===== src/rtl/ecgtr_pkg.sv =====
// Constants, register map and helper functions of the threshold register bank
package ecgtr_pkg;

   //------------------------------------------------------------
   // Widths and channel count
   //------------------------------------------------------------
   localparam int DATA_W  = 24;
   localparam int FAST_W  = 16;
   localparam int PAD_W   = 8;
   localparam int BYTE_W  = 8;
   localparam int NCH     = 3;
   localparam int IDX_LSB = 2;
   localparam int IDX_HI  = 7;

   //------------------------------------------------------------
   // Register indices; byte address is four times the index
   //------------------------------------------------------------
   localparam logic [5:0] IDX_UPPER = 6'h0c;
   localparam logic [5:0] IDX_LOWER = 6'h0d;
   localparam logic [5:0] IDX_EDGE  = 6'h0e;
   localparam logic [5:0] IDX_LEVEL = 6'h0f;
   localparam logic [5:0] IDX_CH1   = 6'h11;
   localparam logic [5:0] IDX_CH2   = 6'h12;
   localparam logic [5:0] IDX_CH3   = 6'h13;

   //------------------------------------------------------------
   // Reset values, write masks and field positions
   //------------------------------------------------------------
   localparam logic [23:0] RST_UPPER  = 24'h00ffff;
   localparam logic [23:0] RST_LOWER  = 24'h000000;
   localparam logic [23:0] RST_EDGE   = 24'h000001;
   localparam logic [23:0] RST_LEVEL  = 24'h000000;
   localparam logic [23:0] LIM_WMASK  = 24'h0fffff;
   localparam logic [23:0] PACE_WMASK = 24'hffffff;
   localparam int OFS_HI = 19;
   localparam int OFS_LO = 16;
   localparam int THR_HI = 15;
   localparam int OFS_SH = 6;

   //------------------------------------------------------------
   // Codes
   //------------------------------------------------------------
   localparam logic [23:0] ADC_MAX     = 24'hffffff;
   localparam logic [23:0] ADC_MIN     = 24'h000000;
   localparam logic [1:0]  RATE_FAST   = 2'h2;
   localparam logic [1:0]  RESP_OKAY   = 2'h0;
   localparam logic [1:0]  RESP_SLVERR = 2'h2;

   // Range setting scaled to ADC codes (times 64)
   function automatic logic [23:0] ecgtr_ofs_scale(input logic [3:0] ofs);
      ecgtr_ofs_scale = 24'(ofs) << OFS_SH;
   endfunction : ecgtr_ofs_scale

   // Edge threshold: zero selects half the amplitude threshold
   function automatic logic [7:0] ecgtr_edge_eff(input logic [7:0] n,
                                                 input logic [7:0] amp);
      ecgtr_edge_eff = (n == 8'h00) ? (amp >> 1) : n;
   endfunction : ecgtr_edge_eff

   // Signed level threshold widened to the 16-bit scale
   function automatic logic [15:0] ecgtr_sext(input logic [7:0] b);
      ecgtr_sext = {{BYTE_W{b[BYTE_W-1]}}, b};
   endfunction : ecgtr_sext

   // Byte-lane merge of a write into a 24-bit register
   function automatic logic [23:0] ecgtr_wr(input logic [23:0] old,
                                            input logic [23:0] dat,
                                            input logic [2:0]  strb,
                                            input logic [23:0] mask);
      logic [23:0] v;
      v = old;
      for (int i = 0; i < 3; i++)
         if (strb[i])
            v[i*BYTE_W +: BYTE_W] = dat[i*BYTE_W +: BYTE_W];
      ecgtr_wr = v & mask;
   endfunction : ecgtr_wr

endpackage : ecgtr_pkg


===== src/rtl/ecgtr_regs.sv =====
// Threshold and channel data register bank with AXI4-Lite slave
// How it works
// - Flag code above max minus setting times 64
// - Overrange setting zero disables the flag
// - Flag code below min plus setting times 64
// - Underrange setting zero disables the flag
// - Ac lead-off when output reaches twice upper
// - Ac lead-off when output at most twice lower
// - Three edge thresholds, channel three top byte
// - Edge zero means half amplitude threshold
// - Level thresholds are signed LSB counts
// - Channel readback top byte carries register index
// - Channel value left justified at every rate
// - Electrode and analog lead values unsigned
// - Digital lead values signed, double LSB
// - Sixteen bits fastest rate, else twenty-four
// - Fast frame word sends upper sixteen only
module ecgtr_regs
(
   input  wire logic        mclk,          // Clock, 250 MHz
   input  wire logic        rst_b,         // Async reset, active low
   input  wire logic [7:0]  s_axi_awaddr,  // Write address
   input  wire logic        s_axi_awvalid, // Write address valid
   output logic             s_axi_awready, // Write address ready
   input  wire logic [31:0] s_axi_wdata,   // Write data
   input  wire logic [3:0]  s_axi_wstrb,   // Write byte strobes
   input  wire logic        s_axi_wvalid,  // Write data valid
   output logic             s_axi_wready,  // Write data ready
   output logic [1:0]       s_axi_bresp,   // Write response
   output logic             s_axi_bvalid,  // Write response valid
   input  wire logic        s_axi_bready,  // Write response ready
   input  wire logic [7:0]  s_axi_araddr,  // Read address
   input  wire logic        s_axi_arvalid, // Read address valid
   output logic             s_axi_arready, // Read address ready
   output logic [31:0]      s_axi_rdata,   // Read data
   output logic [1:0]       s_axi_rresp,   // Read response
   output logic             s_axi_rvalid,  // Read data valid
   input  wire logic        s_axi_rready,  // Read data ready
   input  wire logic        sample_valid,  // New sample strobe
   input  wire logic [1:0]  sample_chan,   // Sample channel 0..2
   input  wire logic [23:0] sample_data,   // Raw sample code
   input  wire logic [1:0]  data_rate,     // Output data rate select
   input  wire logic        digital_lead,  // Digital lead mode
   input  wire logic        ac_leadoff_mode, // Ac lead-off on
   input  wire logic [7:0]  pulse_amplitude_threshold, // Amplitude
   output logic [2:0]       over_err,      // Overrange per channel
   output logic [2:0]       under_err,     // Underrange per channel
   output logic [2:0]       leadoff,       // Lead-off per channel
   output logic [23:0]      edge_limit,    // Edge limits, 8 bits each
   output logic [47:0]      level_limit,   // Level limits, 16 each
   output logic [31:0]      frame_word,    // Frame data word
   output logic             frame_short,   // Only upper 16 bits valid
   output logic             frame_valid    // Frame word strobe
);
   import ecgtr_pkg::*;
   logic        awready_reg, wready_reg, bvalid_reg, arready_reg, rvalid_reg;
   logic        frame_short_reg, frame_valid_reg, rd_ok, wr_go, wr_ok, fast;
   logic        rc_over, rc_under, rc_leadoff;
   logic [1:0]  bresp_reg, rresp_reg;
   logic [31:0] rdata_reg, rd_next, frame_word_reg;
   logic [5:0]  aw_idx_q, rd_idx_q;
   logic [23:0] wdata_q, edge_limit_reg, fmt_value;
   logic [2:0]  wstrb_q, over_reg, under_reg, leadoff_reg;
   logic [23:0] upper_reg, lower_reg, pace_edge_reg, pace_level_reg;
   logic [23:0] ch_res_reg [0:NCH-1];
   logic [47:0] level_limit_reg;
   //------------------------------------------------------------
   // Write address and data capture, either order
   //------------------------------------------------------------
   always_ff @(posedge mclk or negedge rst_b)
      if (!rst_b)
      begin
         awready_reg <= 1'b1;
         aw_idx_q    <= 6'h00;
      end
      else if (s_axi_awvalid && awready_reg)
      begin
         awready_reg <= 1'b0;
         aw_idx_q    <= s_axi_awaddr[IDX_HI:IDX_LSB];
      end
      else if (bvalid_reg && s_axi_bready)
         awready_reg <= 1'b1;
   always_ff @(posedge mclk or negedge rst_b)
      if (!rst_b)
      begin
         wready_reg <= 1'b1;
         wdata_q    <= 24'h000000;
         wstrb_q    <= 3'h0;
      end
      else if (s_axi_wvalid && wready_reg)
      begin
         wready_reg <= 1'b0;
         wdata_q    <= s_axi_wdata[DATA_W-1:0];
         wstrb_q    <= s_axi_wstrb[2:0];
      end
      else if (bvalid_reg && s_axi_bready)
         wready_reg <= 1'b1;
   // Both halves held and no response pending: commit once
   assign wr_go = !awready_reg && !wready_reg && !bvalid_reg;
   assign wr_ok = (aw_idx_q == IDX_UPPER) || (aw_idx_q == IDX_LOWER)
               || (aw_idx_q == IDX_EDGE)  || (aw_idx_q == IDX_LEVEL);
   // Read-only and unmapped writes are dropped with an error
   always_ff @(posedge mclk or negedge rst_b)
      if (!rst_b)
      begin
         bvalid_reg <= 1'b0;
         bresp_reg  <= RESP_OKAY;
      end
      else if (wr_go)
      begin
         bvalid_reg <= 1'b1;
         bresp_reg  <= wr_ok ? RESP_OKAY : RESP_SLVERR;
      end
      else if (s_axi_bready)
         bvalid_reg <= 1'b0;
   //------------------------------------------------------------
   // Writable threshold registers
   //------------------------------------------------------------
   // Reserved top nibble of the limit registers is forced to zero
   always_ff @(posedge mclk or negedge rst_b)
      if (!rst_b)
      begin
         upper_reg      <= RST_UPPER;
         lower_reg      <= RST_LOWER;
         pace_edge_reg  <= RST_EDGE;
         pace_level_reg <= RST_LEVEL;
      end
      else if (wr_go)
      begin
         case (aw_idx_q)
            IDX_UPPER: upper_reg <= ecgtr_wr(upper_reg, wdata_q,
                                             wstrb_q, LIM_WMASK);
            IDX_LOWER: lower_reg <= ecgtr_wr(lower_reg, wdata_q,
                                             wstrb_q, LIM_WMASK);
            IDX_EDGE:  pace_edge_reg <= ecgtr_wr(pace_edge_reg, wdata_q,
                                                 wstrb_q, PACE_WMASK);
            IDX_LEVEL: pace_level_reg <= ecgtr_wr(pace_level_reg, wdata_q,
                                                  wstrb_q, PACE_WMASK);
            default: ;
         endcase
      end
   //------------------------------------------------------------
   // Read path, one cycle after the address is taken
   //------------------------------------------------------------
   always_comb
   begin
      rd_next = 32'h00000000;
      rd_ok   = 1'b1;
      case (s_axi_araddr[IDX_HI:IDX_LSB])
         IDX_UPPER: rd_next = {8'h00, upper_reg};
         IDX_LOWER: rd_next = {8'h00, lower_reg};
         IDX_EDGE:  rd_next = {8'h00, pace_edge_reg};
         IDX_LEVEL: rd_next = {8'h00, pace_level_reg};
         IDX_CH1:   rd_next = {2'b00, IDX_CH1, ch_res_reg[0]};
         IDX_CH2:   rd_next = {2'b00, IDX_CH2, ch_res_reg[1]};
         IDX_CH3:   rd_next = {2'b00, IDX_CH3, ch_res_reg[2]};
         default:   rd_ok   = 1'b0;
      endcase
   end
   // Register reads always return the full 32-bit word
   always_ff @(posedge mclk or negedge rst_b)
      if (!rst_b)
      begin
         arready_reg <= 1'b1;
         rvalid_reg  <= 1'b0;
         rdata_reg   <= 32'h00000000;
         rresp_reg   <= RESP_OKAY;
         rd_idx_q    <= 6'h00;
      end
      else if (s_axi_arvalid && arready_reg)
      begin
         arready_reg <= 1'b0;
         rvalid_reg  <= 1'b1;
         rdata_reg   <= rd_next;
         rresp_reg   <= rd_ok ? RESP_OKAY : RESP_SLVERR;
         rd_idx_q    <= s_axi_araddr[IDX_HI:IDX_LSB];
      end
      else if (rvalid_reg && s_axi_rready)
      begin
         rvalid_reg  <= 1'b0;
         arready_reg <= 1'b1;
      end
   //------------------------------------------------------------
   // Sample checking and formatting
   //------------------------------------------------------------
   assign fast = (data_rate == RATE_FAST);
   ecgtr_range_check u_range (
      .code      (sample_data),
      .over_ofs  (upper_reg[OFS_HI:OFS_LO]),
      .under_ofs (lower_reg[OFS_HI:OFS_LO]),
      .upper     (upper_reg[THR_HI:0]),
      .lower     (lower_reg[THR_HI:0]),
      .ac_mode   (ac_leadoff_mode),
      .over      (rc_over),
      .under     (rc_under),
      .leadoff   (rc_leadoff)
   );
   ecgtr_chan_format u_fmt (
      .raw     (sample_data),
      .fast    (fast),
      .digital (digital_lead),
      .value   (fmt_value)
   );
   // Flags follow the latest sample of each channel; sample_chan 3 ignored
   always_ff @(posedge mclk or negedge rst_b)
      if (!rst_b)
      begin
         for (int c = 0; c < NCH; c++)
            ch_res_reg[c] <= 24'h000000;
         over_reg    <= 3'h0;
         under_reg   <= 3'h0;
         leadoff_reg <= 3'h0;
      end
      else if (sample_valid)
      begin
         for (int c = 0; c < NCH; c++)
            if (sample_chan == 2'(c))
            begin
               ch_res_reg[c]  <= fmt_value;
               over_reg[c]    <= rc_over;
               under_reg[c]   <= rc_under;
               leadoff_reg[c] <= rc_leadoff;
            end
      end
   // Frame word; the fast rate only has room for the upper half
   always_ff @(posedge mclk or negedge rst_b)
      if (!rst_b)
      begin
         frame_word_reg  <= 32'h00000000;
         frame_short_reg <= 1'b0;
         frame_valid_reg <= 1'b0;
      end
      else
      begin
         frame_valid_reg <= sample_valid && (sample_chan < 2'(NCH));
         if (sample_valid)
         begin
            frame_short_reg <= fast;
            frame_word_reg  <= fast
               ? {2'b00, IDX_CH1 + 6'(sample_chan), fmt_value[23:16],
                  16'h0000}
               : {2'b00, IDX_CH1 + 6'(sample_chan), fmt_value};
         end
      end
   //------------------------------------------------------------
   // Pace threshold decode
   //------------------------------------------------------------
   always_ff @(posedge mclk or negedge rst_b)
      if (!rst_b)
      begin
         edge_limit_reg  <= 24'h000000;
         level_limit_reg <= 48'h000000000000;
      end
      else
         for (int c = 0; c < NCH; c++)
         begin
            edge_limit_reg[c*BYTE_W +: BYTE_W] <= ecgtr_edge_eff(
               pace_edge_reg[c*BYTE_W +: BYTE_W],
               pulse_amplitude_threshold);
            level_limit_reg[c*FAST_W +: FAST_W] <= ecgtr_sext(
               pace_level_reg[c*BYTE_W +: BYTE_W]);
         end
   //------------------------------------------------------------
   // Outputs
   //------------------------------------------------------------
   assign s_axi_awready = awready_reg;
   assign s_axi_wready  = wready_reg;
   assign s_axi_bvalid  = bvalid_reg;
   assign s_axi_bresp   = bresp_reg;
   assign s_axi_arready = arready_reg;
   assign s_axi_rvalid  = rvalid_reg;
   assign s_axi_rdata   = rdata_reg;
   assign s_axi_rresp   = rresp_reg;
   assign over_err      = over_reg;
   assign under_err     = under_reg;
   assign leadoff       = leadoff_reg;
   assign edge_limit    = edge_limit_reg;
   assign level_limit   = level_limit_reg;
   assign frame_word    = frame_word_reg;
   assign frame_short   = frame_short_reg;
   assign frame_valid   = frame_valid_reg;
endmodule : ecgtr_regs


===== src/rtl/ecgtr_range_check.sv =====
// ADC range and ac lead-off comparators for one sample
module ecgtr_range_check
   import ecgtr_pkg::*;
(
   input  wire logic [23:0] code,      // Raw unsigned ADC code
   input  wire logic [3:0]  over_ofs,  // Overrange setting
   input  wire logic [3:0]  under_ofs, // Underrange setting
   input  wire logic [15:0] upper,     // Lead-off upper threshold
   input  wire logic [15:0] lower,     // Lead-off lower threshold
   input  wire logic        ac_mode,   // Ac lead-off detection on
   output logic             over,      // Above overrange limit
   output logic             under,     // Below underrange limit
   output logic             leadoff    // Ac lead-off seen
);

   logic [23:0] over_lim;
   logic [23:0] under_lim;
   logic [16:0] amp;

   //------------------------------------------------------------
   // Limits
   //------------------------------------------------------------
   // Setting zero gives the end code, so no code can pass it
   assign over_lim  = ADC_MAX - ecgtr_ofs_scale(over_ofs);
   assign under_lim = ADC_MIN + ecgtr_ofs_scale(under_ofs);
   assign over      = code > over_lim;
   assign under     = code < under_lim;

   // Thresholds count two 16-bit LSBs, hence the shift by one
   assign amp     = {1'b0, code[DATA_W-1 -: FAST_W]};
   assign leadoff = ac_mode & ((amp >= {upper, 1'b0})
                            | (amp <= {lower, 1'b0}));

endmodule : ecgtr_range_check


===== src/rtl/ecgtr_chan_format.sv =====
// Justifies and encodes one channel sample for readback
module ecgtr_chan_format
   import ecgtr_pkg::*;
(
   input  wire logic [23:0] raw,     // Right-justified converter code
   input  wire logic        fast,    // Fastest rate, 16 valid bits
   input  wire logic        digital, // Digital lead mode
   output logic [23:0]      value    // Left-justified channel value
);

   logic [23:0] just;

   //------------------------------------------------------------
   // Justify, then encode
   //------------------------------------------------------------
   // Fast rate keeps 16 bits, slower rates keep all 24
   assign just = fast ? {raw[FAST_W-1:0], {PAD_W{1'b0}}}
                      : raw;
   // Electrode and analog lead stay unsigned; digital lead is signed
   // around mid code, which halves resolution per volt
   assign value = digital ? {~just[DATA_W-1], just[DATA_W-2:0]}
                          : just;

endmodule : ecgtr_chan_format


===== config.mk =====
export PLATFORM = sky130hd
export DESIGN_NAME = ecgtr_regs
export DESIGN_NICKNAME = d
export VERILOG_FILES = /design/src/rtl/ecgtr_pkg.sv /design/src/rtl/ecgtr_regs.sv /design/src/rtl/ecgtr_range_check.sv /design/src/rtl/ecgtr_chan_format.sv
export SDC_FILE = /design/constraint.sdc
export NUM_CORES = 1
export LEC_CHECK = 0
export BUFFER_PORTS_ARGS = -buffer_cell sky130_fd_sc_hd__buf_4
export CAP_MARGIN = 5
export CORE_ASPECT_RATIO = 2
export CORE_MARGIN = 2
export CORE_UTILIZATION = 40
export CTS_BUF_LIST = sky130_fd_sc_hd__clkbuf_2
export DETAILED_ROUTE_END_ITERATION = 12
export SLEW_MARGIN = 5
export SYNTH_ARGS = -nofsm -noshare
export SYNTH_HDL_FRONTEND = slang
export SYNTH_SLANG_ARGS = --single-unit

===== constraint.sdc =====
create_clock -name mclk -period 4 [get_ports mclk]
set_input_delay 0.2 -clock mclk [delete_from_list [all_inputs] [get_ports mclk]]
set_output_delay 0.2 -clock mclk [all_outputs]
set_load 0.005 [all_outputs]

# ---- Yosys cells after proc, flatten, opt, wreduce, memory -nomap -nowiden
# Index checks and enable logic that the tools add are counted.
dict set report word_totals {
  register_bits 339
  input_bits 98
  output_inout_bits 156
  elab_cells 121
}
dict set report op_classes {
  addsub 2
  order_cmp 5
  n_eq_ne 14
  mux 19
  bitwise 3
  reduce_logical 38
}
# op n
set op_table {}
lappend op_table {{case mux 29 bit (7 select lines)} 1}
lappend op_table {{equality test 6 x 4 -> 1 bit (second input constant)} 8}
lappend op_table {{two-way mux 24 bit} 2}
lappend op_table {{AND reduction 3 bit} 12}
lappend op_table {{> comparator 24 bit} 1}
lappend op_table {{zero test 8 bit} 3}
lappend op_table {{< comparator 24 x 10 -> 1 bit} 1}
lappend op_table {{two-way mux 8 bit} 3}
lappend op_table {{equality test 6 x 5 -> 1 bit (second input constant)} 3}
lappend op_table {{>= comparator 16 x 17 -> 1 bit} 1}
lappend op_table {{less-or-equal comparator 16 x 17 -> 1 bit} 1}
lappend op_table {{two-way mux 16 bit} 1}
lappend op_table {{subtractor 1 x 11 -> 12 bit (first input constant)} 1}
lappend op_table {{two-way mux 1 bit} 10}
lappend op_table {{logical AND 1 bit} 8}
lappend op_table {{nonzero test 2 bit} 4}
lappend op_table {{OR reduction 7 bit} 1}
lappend op_table {{adder 5 x 2 -> 6 bit (first input constant)} 1}
lappend op_table {{AND reduction 2 bit} 3}
lappend op_table {{equality test 2 bit (second input constant)} 2}
lappend op_table {{two-way mux 2 bit} 2}
lappend op_table {{zero test 1 bit} 3}
lappend op_table {{logical OR 1 bit} 3}
lappend op_table {{equality test 2 x 1 -> 1 bit (second input constant)} 1}
lappend op_table {{other kinds (5)} 5}

# ---- Logic depth before layout (Yosys ltp)
# Gate-level depths: netlist of run 1.
dict set report depth {
  ltp_word 5
  depth_mapped 8
  mapped_depth_nobuf 8
}

# ---- By module
# A second synthesis of run 1 with hierarchy kept.
dict set report unflattened {
  cells_unflattened 1086
  hier_area_um2 14219.9
}
# mod n_inst cells_each area_each_um2 seq_area_each_um2
set by_module_without_submodules {}
lappend by_module_without_submodules {ecgtr_regs 1 920 12883.6 7882.6}
lappend by_module_without_submodules {ecgtr_range_check 1 138 1011.0 0.0}
lappend by_module_without_submodules {ecgtr_chan_format 1 28 325.3 0.0}

# ---- Least setup slack after synthesis of run 1
# OpenSTA, ideal clock, no wires.
dict set report synth_path {
  kind {reg-to-reg}
  start {reg upper_reg[6]}
  end {reg leadoff_reg[0], in the netlist leadoff[0]}
  setup_ns 0.137
  t_arrival_ns 1.750
  required_time_ns 3.863
  slack_ns 2.114
  stages_incl_launch_ff 8
  n_path_buf 0
  period_less_slack_ns 1.886
  cell_sequence {dfstp_2 inv_1 ha_1 and4_1 a32oi_1 a311oi_1 nor4_1 o21ai_1}
}
dict set report synth_via {
  elab_chain_len 3
}
# element line
set synth_lines {}
lappend synth_lines {{start: declaration} ecgtr_regs.sv:64} ;# logic [23:0] upper_reg, lower_reg, pace_edge_reg, pace_level_reg;
lappend synth_lines {{start signal: assignment} ecgtr_regs.sv:131} ;# IDX_UPPER: upper_reg <= ecgtr_wr(upper_reg, wdata_q,
lappend synth_lines {{>= comparator 16 x 17 -> 1 bit} ecgtr_range_check.sv:31} ;# assign leadoff = ac_mode & ((amp >= {upper, 1'b0})
lappend synth_lines {{OR 1 bit} ecgtr_range_check.sv:32} ;# | (amp <= {lower, 1'b0}));
lappend synth_lines {{AND 1 bit} ecgtr_range_check.sv:31}
lappend synth_lines {{end signal: indexed assignment} ecgtr_regs.sv:222} ;# leadoff_reg[c] <= rc_leadoff;
lappend synth_lines {{end: declaration} ecgtr_regs.sv:63} ;# logic [2:0] wstrb_q, over_reg, under_reg, leadoff_reg;
# Every way passes these cells.
# A chain may end at the register's enable or synchronous reset.

# ---- Final worst setup path of run 1
dict set report layout_path {
  start {in s_axi_araddr[7]}
  end {reg rdata_reg[8], in the netlist s_axi_rdata[8]}
}
dict set report layout_via {
  elab_chain_len 2
  elab_cells_between_ends 8
  cone_classes {7 x eq/ne; 1 x mux}
}
# element line
set layout_lines {}
lappend layout_lines {{start: declaration} ecgtr_regs.sv:32} ;# input wire logic [7:0] s_axi_araddr,
lappend layout_lines {{equality test 6 x 5 -> 1 bit / equality test 6 x 4 -> 1 bit (equally long branches)} ecgtr_regs.sv:149} ;# case (s_axi_araddr[IDX_HI:IDX_LSB])
lappend layout_lines {{case mux 29 bit (7 select lines) (*)} ecgtr_regs.sv:149}
lappend layout_lines {{end signal: assignment} ecgtr_regs.sv:174} ;# rdata_reg <= rd_next;
lappend layout_lines {{end: declaration} ecgtr_regs.sv:60} ;# logic [31:0] rdata_reg, rd_next, frame_word_reg;
# Mark *: on every way between the ends. The rest lies on a longest branch, timed or not.

==> results of run 1 <==
[per-stage QoR]
stage | utilization, % | setup slack, ns | instances
2_1_floorplan | - | 2.11 | 1177
3_3_place_gp | 46.4 | 1.57 | 1763
3_5_place_dp | 46.4 | 1.52 | 1763
4_1_cts | 53.2 | 1.54 | 2057
5_1_grt | 53.2 | 1.46 | 2058
6_report | 53.2 | 1.50 | 2058
[metal layers]
metal | vias to the layer above | routed length, µm
li1 | 4960 | -
met1 | 5368 | 15600
met2 | 342 | 22300
met3 | 95 | 2100
met4 | 0 | 1940
met5 | - | 0
[worst paths after layout]
check | from | endpoint | slack, ns | depth (start not counted)
max | s_axi_araddr[7] | s_axi_rdata[8]$_DFFE_PN0P_ | 1.50 | 10
min | s_axi_wdata[22] | wdata_q[22]$_DFFE_PN0P_ | 0.09 | 3
max reg2reg | aw_idx_q[5]$_DFFE_PN0P_ | upper_reg[0]$_DFFE_PN1P_ | 1.64 | 4
min reg2reg | pace_level_reg[13]$_DFFE_PN0P_ | level_limit[21]$_DFF_PN0_ | 0.41 | 0
max in group asynchronous | rst_b | lower_reg[9]$_DFFE_PN0P_ | 3.02 | 4
min in group asynchronous | rst_b | upper_reg[14]$_DFFE_PN1P_ | 0.40 | 3
[synth_stat cells, types with 24 or more instances]
library cell,number
a21o_1,49
nand2_1,127
o21ai_0,103
ha_1,41
inv_1,55
mux2_2,111
a22oi_1,44
a21oi_1,24
dfrtp_1,294
clkbuf_1,34
nand3_1,28
buf_4,35
[power by group]
| group | internal, µW | total [µW] | leakage, µW | switching (µW) |
|---|---|---|---|---|
| logic | 1440 | 2600 | 0.00432 | 1160 |
| clock network | 883 | 2200 | 0.000543 | 1310 |
| registers | 4110 | 4890 | 0.00402 | 785 |
| total | 6430 | 9690 | 0.00888 | 3260 |
[worst min-delay path, cell delays in order]
cell	delay, ns
dlygate4sd3_1	0.52
buf_4	0.11
mux2_2	0.13
[cell type report]
cell class | count | area (µm²)
clock inverters | 24 | 151
clock buffers | 113 | 566
multi-input cells | 712 | 5080
fillers | 2980 | 15700
diodes | 1 | 2.50
repair buffers | 403 | 3470
well taps | 436 | 546
inverters | 55 | 206
flip-flops and latches | 314 | 7880
[cells by family (layout without fill, tap and decap cells)]
family / after synthesis / after routing / synth area share, %
buffers and inverters: 151 / 595 / 5.56
flip-flops: 314 / 314 / 57.7
AND/OR/NAND/NOR: 232 / 232 / 8.16
adder cells (fa/ha/maj): 41 / 41 / 3.75
other: 1 / 12 / 0.0274
multiplexers: 140 / 140 / 11.4
AO/OA/AOI/OAI: 287 / 287 / 13.4
XOR/XNOR: 1 / 1 / 0.0641
[placed cells by master, fill, tap and decap left out, drive strengths merged, types with 4 or more instances in the layout]
| master | Yosys | layout |
|---|---|---|
| a21o | 49 | 49 |
| a21oi | 24 | 24 |
| a221oi | 4 | 4 |
| a222oi | 20 | 20 |
| a22oi | 44 | 44 |
| a31oi | 21 | 21 |
| and3 | 6 | 6 |
| buf | 60 | 247 |
| clkbuf | 36 | 113 |
| clkinv | 0 | 20 |
| conb | 1 | 11 |
| dfrtp | 294 | 294 |
| dfstp | 20 | 20 |
| dlygate4sd3 | 0 | 156 |
| ha | 41 | 41 |
| inv | 55 | 56 |
| mux2 | 120 | 120 |
| mux2i | 20 | 20 |
| nand2 | 127 | 127 |
| nand3 | 32 | 32 |
| nand4 | 8 | 8 |
| nor2 | 24 | 24 |
| nor3 | 9 | 9 |
| nor4 | 7 | 7 |
| o21ai | 117 | 117 |
[repair_timing]
action                                 in CTS  in global routing
endpoints found under the hold margin     486                  0
buffers inserted                            0                  0
hold buffers                              157                  0
==> out/qor.csv, run 1 <==
metric;value;unit
die_x;135;µm
synth_top_area_share;53.8;%
insertion_delay;0.96;ns
path_clk_slew;0.10;ns
grt_max_degree;101;
critPathCaptureType;flip-flop;
root_buffer;clkbuf_2;
rsz0062_at_grt;no;
drt_iter0_drc;513;
ys.flop_type;dfrtp_1;
io_pins;254;
gp_congestion;0.873;
core;33600;µm²
largest_reg_flops;72;
nets;1700;
yosysWarnings;0;
cts.sinks;314;
timing.final.crit_period;2.50;ns
dp_hpwl;28400;µm
cts_buffers;75;
max_cap_violations;0;
use_met1;27.1;%
clockBufferDepth;3;
start_util;40.6;%
relSlewSlack;27.0;%
gr-usage-met2;42.3;%
final_area;17900;µm²
fmax;400;MHz
crit_buf_inv;4;
slowest_delay;0.82;ns
grtUsageTotal;24.0;%
synth-edff-count;0;
synth_top_area_cell;dfrtp_1;
critPathLaunchType;input pin;
async_reset_ff_share;100;%
hold_violations;0;
drcViolationCount;0;
grt_overflow;0;
wl_per_cell;20.4;µm
drive_gt1_share;31.8;%
arrival;3.39;ns
ant_nets;0;
cp_max_fo;16;
placed_cell_area;15600;µm²
maxSlewViolCount;0;
htree_levels;3;
first_global_vias;11300;
cellPowerDensity;541;nW/µm²
drtPass1Iterations;6;
antenna_found_initial;1;
crit_type;in -> reg;
die-area;35800;µm²
grt_pass1_wl;65100;µm
cts_resized;0;
worst_slew_pin_slew;1.09;ns
gr-usage-met3;4.86;%
whs;0.0916;ns
outcome;finished clean;
wl;41900;µm
cts_tree;yes;
timing.final.crit_share;62.6;%
rows;95;
netlist_instances;1167;
skew;0.0713;ns
worst_ep_required_time;4.89;ns
tns;0;ns
avgViaCountPerCell;5.23;
synth_seq_cells;314;
grt.busiest_layer;met2;
avgSynthCellArea;11.7;µm²
synth_area_leaders;dfrtp_1 (54%), mux2_2 (9.1%), dfstp_2 (3.8%);
power_leakage;0.00888;µW
synth-seq-area-share;57.7;%
area_delta_synth_final;31.0;%
hold_path.class;in -> reg;
critPathSlowestCell;nor2_2;
critical_path.top_delay_family;buffers and inverters;
ys_types;55;
finalPower;9690;µW
dieHeight;265;µm
crit_chain;dlygate4sd3_1, buf_4, nor4b_2, dlygate4sd3_1, nand2_1, nor2_2, buf_4, a22oi_1, a31oi_1, a21o_1;
mappedNetlistArea;13700;µm²
finalSetupViolCount;0;
port_buffers;228;
max-vdd-ir-drop;0.254;mV
routed-via-count;10800;
Power figures use the tool's default switching activity.
==> run 2: changes to the inputs <==
clock period = 2.3 ns   (was 4 ns; I/O delays follow)
==> out/qor.csv, run 2 (synthesized netlist as in run 1, its figures left out) <==
metric;value;unit;change
port_buffers;228;;unchanged
timing.final.ws_setup;0.0847;ns;was 1.50 ns
finalSetupViolCount;0;;unchanged
drt_iter0_drc;631;;was 513
maxSlewViolCount;0;;unchanged
power_leakage;0.00903;µW;was 0.00888 µW
drcViolationCount;0;;unchanged
fin_cells;2089;;was 2058
arrival;3.13;ns;was 3.39 ns
crit_type;in -> reg;;unchanged
cts_buffers;72;;was 75
relSlewSlack;56.5;%;was 27.0%
grt_max_degree;64;;was 101
grtUsageTotal;23.8;%;was 24.0%
max_cap_violations;0;;unchanged
final_cell_mix;dfrtp_1 (294), buf_4 (252), dlygate4sd3_1 (178);;was dfrtp_1 (294), buf_4 (243), dlygate4sd3_1 (156)
critPathLaunchType;input pin;;unchanged
cts_tree;yes;;unchanged
worst_ep_required_time;3.21;ns;was 4.89 ns
htree_levels;3;;unchanged
largest_reg_flops;72;;unchanged
core;33600;µm²;unchanged
cp_max_fo;28;;was 16
worst_path_most_repeated_cell;dlygate4sd3_1;;
die-area;35800;µm²;unchanged
dieHeight;265;µm;unchanged
hold_path.class;in -> reg;;unchanged
place_ws;0.175;ns;was 1.52 ns
start_util;40.6;%;unchanged
cellPowerDensity;922;nW/µm²;was 541 nW/µm²
fillerInstances;2980;;unchanged
grt_overflow;0;;unchanged
critical_path.top_delay_family;buffers and inverters;;unchanged
insertion_delay;0.99;ns;was 0.96 ns
wl_per_cell;20.2;µm;was 20.4 µm
first_global_vias;11400;;was 11300
area_delta_synth_final;33.5;%;was 31.0%
io_pins;254;;unchanged
routed-via-count;10900;;was 10800
gp_congestion;0.908;;was 0.873
critPathSlowestCell;dlygate4sd3_1;;was nor2_2
crit_buf_inv;6;;was 4
path_clk_slew;0.12;ns;was 0.10 ns
avgViaCountPerCell;5.22;;was 5.23
wl;42300;µm;was 41900 µm
crit_chain;dlygate4sd3_1, buf_4, nand2b_2, dlygate4sd3_1, buf_12, nand3_1, dlygate4sd3_1, o21ai_0, dlygate4sd3_1;;was dlygate4sd3_1, buf_4, nor4b_2, dlygate4sd3_1, nand2_1, nor2_2, buf_4, a22oi_1, a31oi_1, a21o_1
die_x;135;µm;unchanged
timing.final.crit_period;2.22;ns;
root_buffer;clkbuf_2;;unchanged
slowest_delay;0.66;ns;was 0.82 ns
hold_violations;0;;unchanged
timing.final.crit_share;96.3;%;
rows;95;;unchanged
final_common_cell;dfrtp_1;;unchanged
rsz0062_at_grt;no;;unchanged
grt_pass1_wl;64600;µm;was 65100 µm
fmax;451;MHz;
critPathCaptureType;flip-flop;;unchanged
drive_gt1_share;32.1;%;was 31.8%
tns;0;ns;unchanged
worst_slew_pin_slew;0.653;ns;was 1.09 ns
outcome;finished clean;;unchanged
cts.sinks;314;;unchanged
dp_hpwl;28500;µm;was 28400 µm
dp_cells;1776;;was 1763
max-vdd-ir-drop;0.471;mV;was 0.254 mV
nets;1732;;was 1700
antenna_found_initial;1;;unchanged
ant_nets;0;;unchanged
skew;0.0579;ns;was 0.0713 ns
drtPass1Iterations;9;;was 6
clockBufferDepth;3;;unchanged
[run 2: cell types whose count changed in the layout (fill, tap and decap cells not counted), sizes merged]
| cell | before | now |
|---|---|---|
| dlygate4sd3 | 156 | 178 |
| bufinv | 2 | 1 |
| clkinv | 20 | 10 |
| buf | 247 | 260 |
| clkinvlp | 1 | 2 |
| clkbuf | 113 | 117 |
| inv | 56 | 57 |
| diode | 1 | 2 |
[run 2: per-layer routing]
layer | up-vias | track usage (%) | share of wire (%)
li1 | 5030 | - | -
met1 | 5407 | 26.9 | 38
met2 | 377 | 42.9 | 53
met3 | 90 | 4.27 | 5.0
met4 | 0 | 11.2 | 3.8
met5 | - | 0 | 0
[run 2: layout make-up]
class,instances,area (µm²),share of cell area (%)
multi-input cells,712,5090,27.9
flip-flops and latches,314,7880,43.2
inverters,55,206,1.13
repair buffers,438,3840,21.0
diodes,2,5.00,0.0274
clock buffers,117,586,3.21
clock inverters,15,90.1,0.494
well taps,436,546,2.99
[run 2: stage by stage]
step | power (µW) | cell area, µm² | util (%) | hold slack (ns)
floorplan | 10700 | 13700 | - | -0.181
global placement | 12800 | 15700 | 46.7 | 0.0892
detailed placement | 12900 | 15700 | 46.7 | 0.0897
CTS | 16900 | 18200 | 54.1 | 0.0112
global route | 17900 | 18200 | 54.2 | 0.0853
finish | 16800 | 18200 | 54.2 | 0.0839
[run 2: path summary, 6_finish.rpt]
kind / from / depth (start not counted) / end / slack (ns)
max reg2reg: upper_reg[6]$_DFFE_PN1P_ / 8 / leadoff[2]$_DFFE_PN0P_ / 0.12
max: data_rate[1] / 9 / frame_word[1]$_DFFE_PN0P_ / 0.08
max in group asynchronous: rst_b / 4 / upper_reg[1]$_DFFE_PN1P_ / 1.55
min in group asynchronous: rst_b / 4 / ch_res_reg[36]$_DFFE_PN0P_ / 0.37
min: sample_data[1] / 4 / ch_res_reg[25]$_DFFE_PN0P_ / 0.08
min reg2reg: pace_level_reg[13]$_DFFE_PN0P_ / 0 / level_limit[21]$_DFF_PN0_ / 0.41
[run 2: worst reg2reg max path, stage by stage (launching register included)]
cell      delay (ns)
dfstp_2         0.55
inv_1           0.06
ha_1            0.30
and4_1          0.24
a32oi_2         0.16
a311oi_2        0.15
nor4_2          0.32
buf_4           0.21
o21ai_1         0.08
[run 2: what timing repair did]
action                                  4_1_cts  5_1_grt
gates resized for setup                       0        6
hold endpoints to repair                    512        0
setup buffers                                 0        0
endpoints found under the setup margin        0        5
hold buffers                                179        0
[run 2: where the power goes]
part           internal, µW  switching (µW)  total (µW)
sequential             7140            1390        8530
combinational          2560            2050        4610
clock                  1440            2240        3680
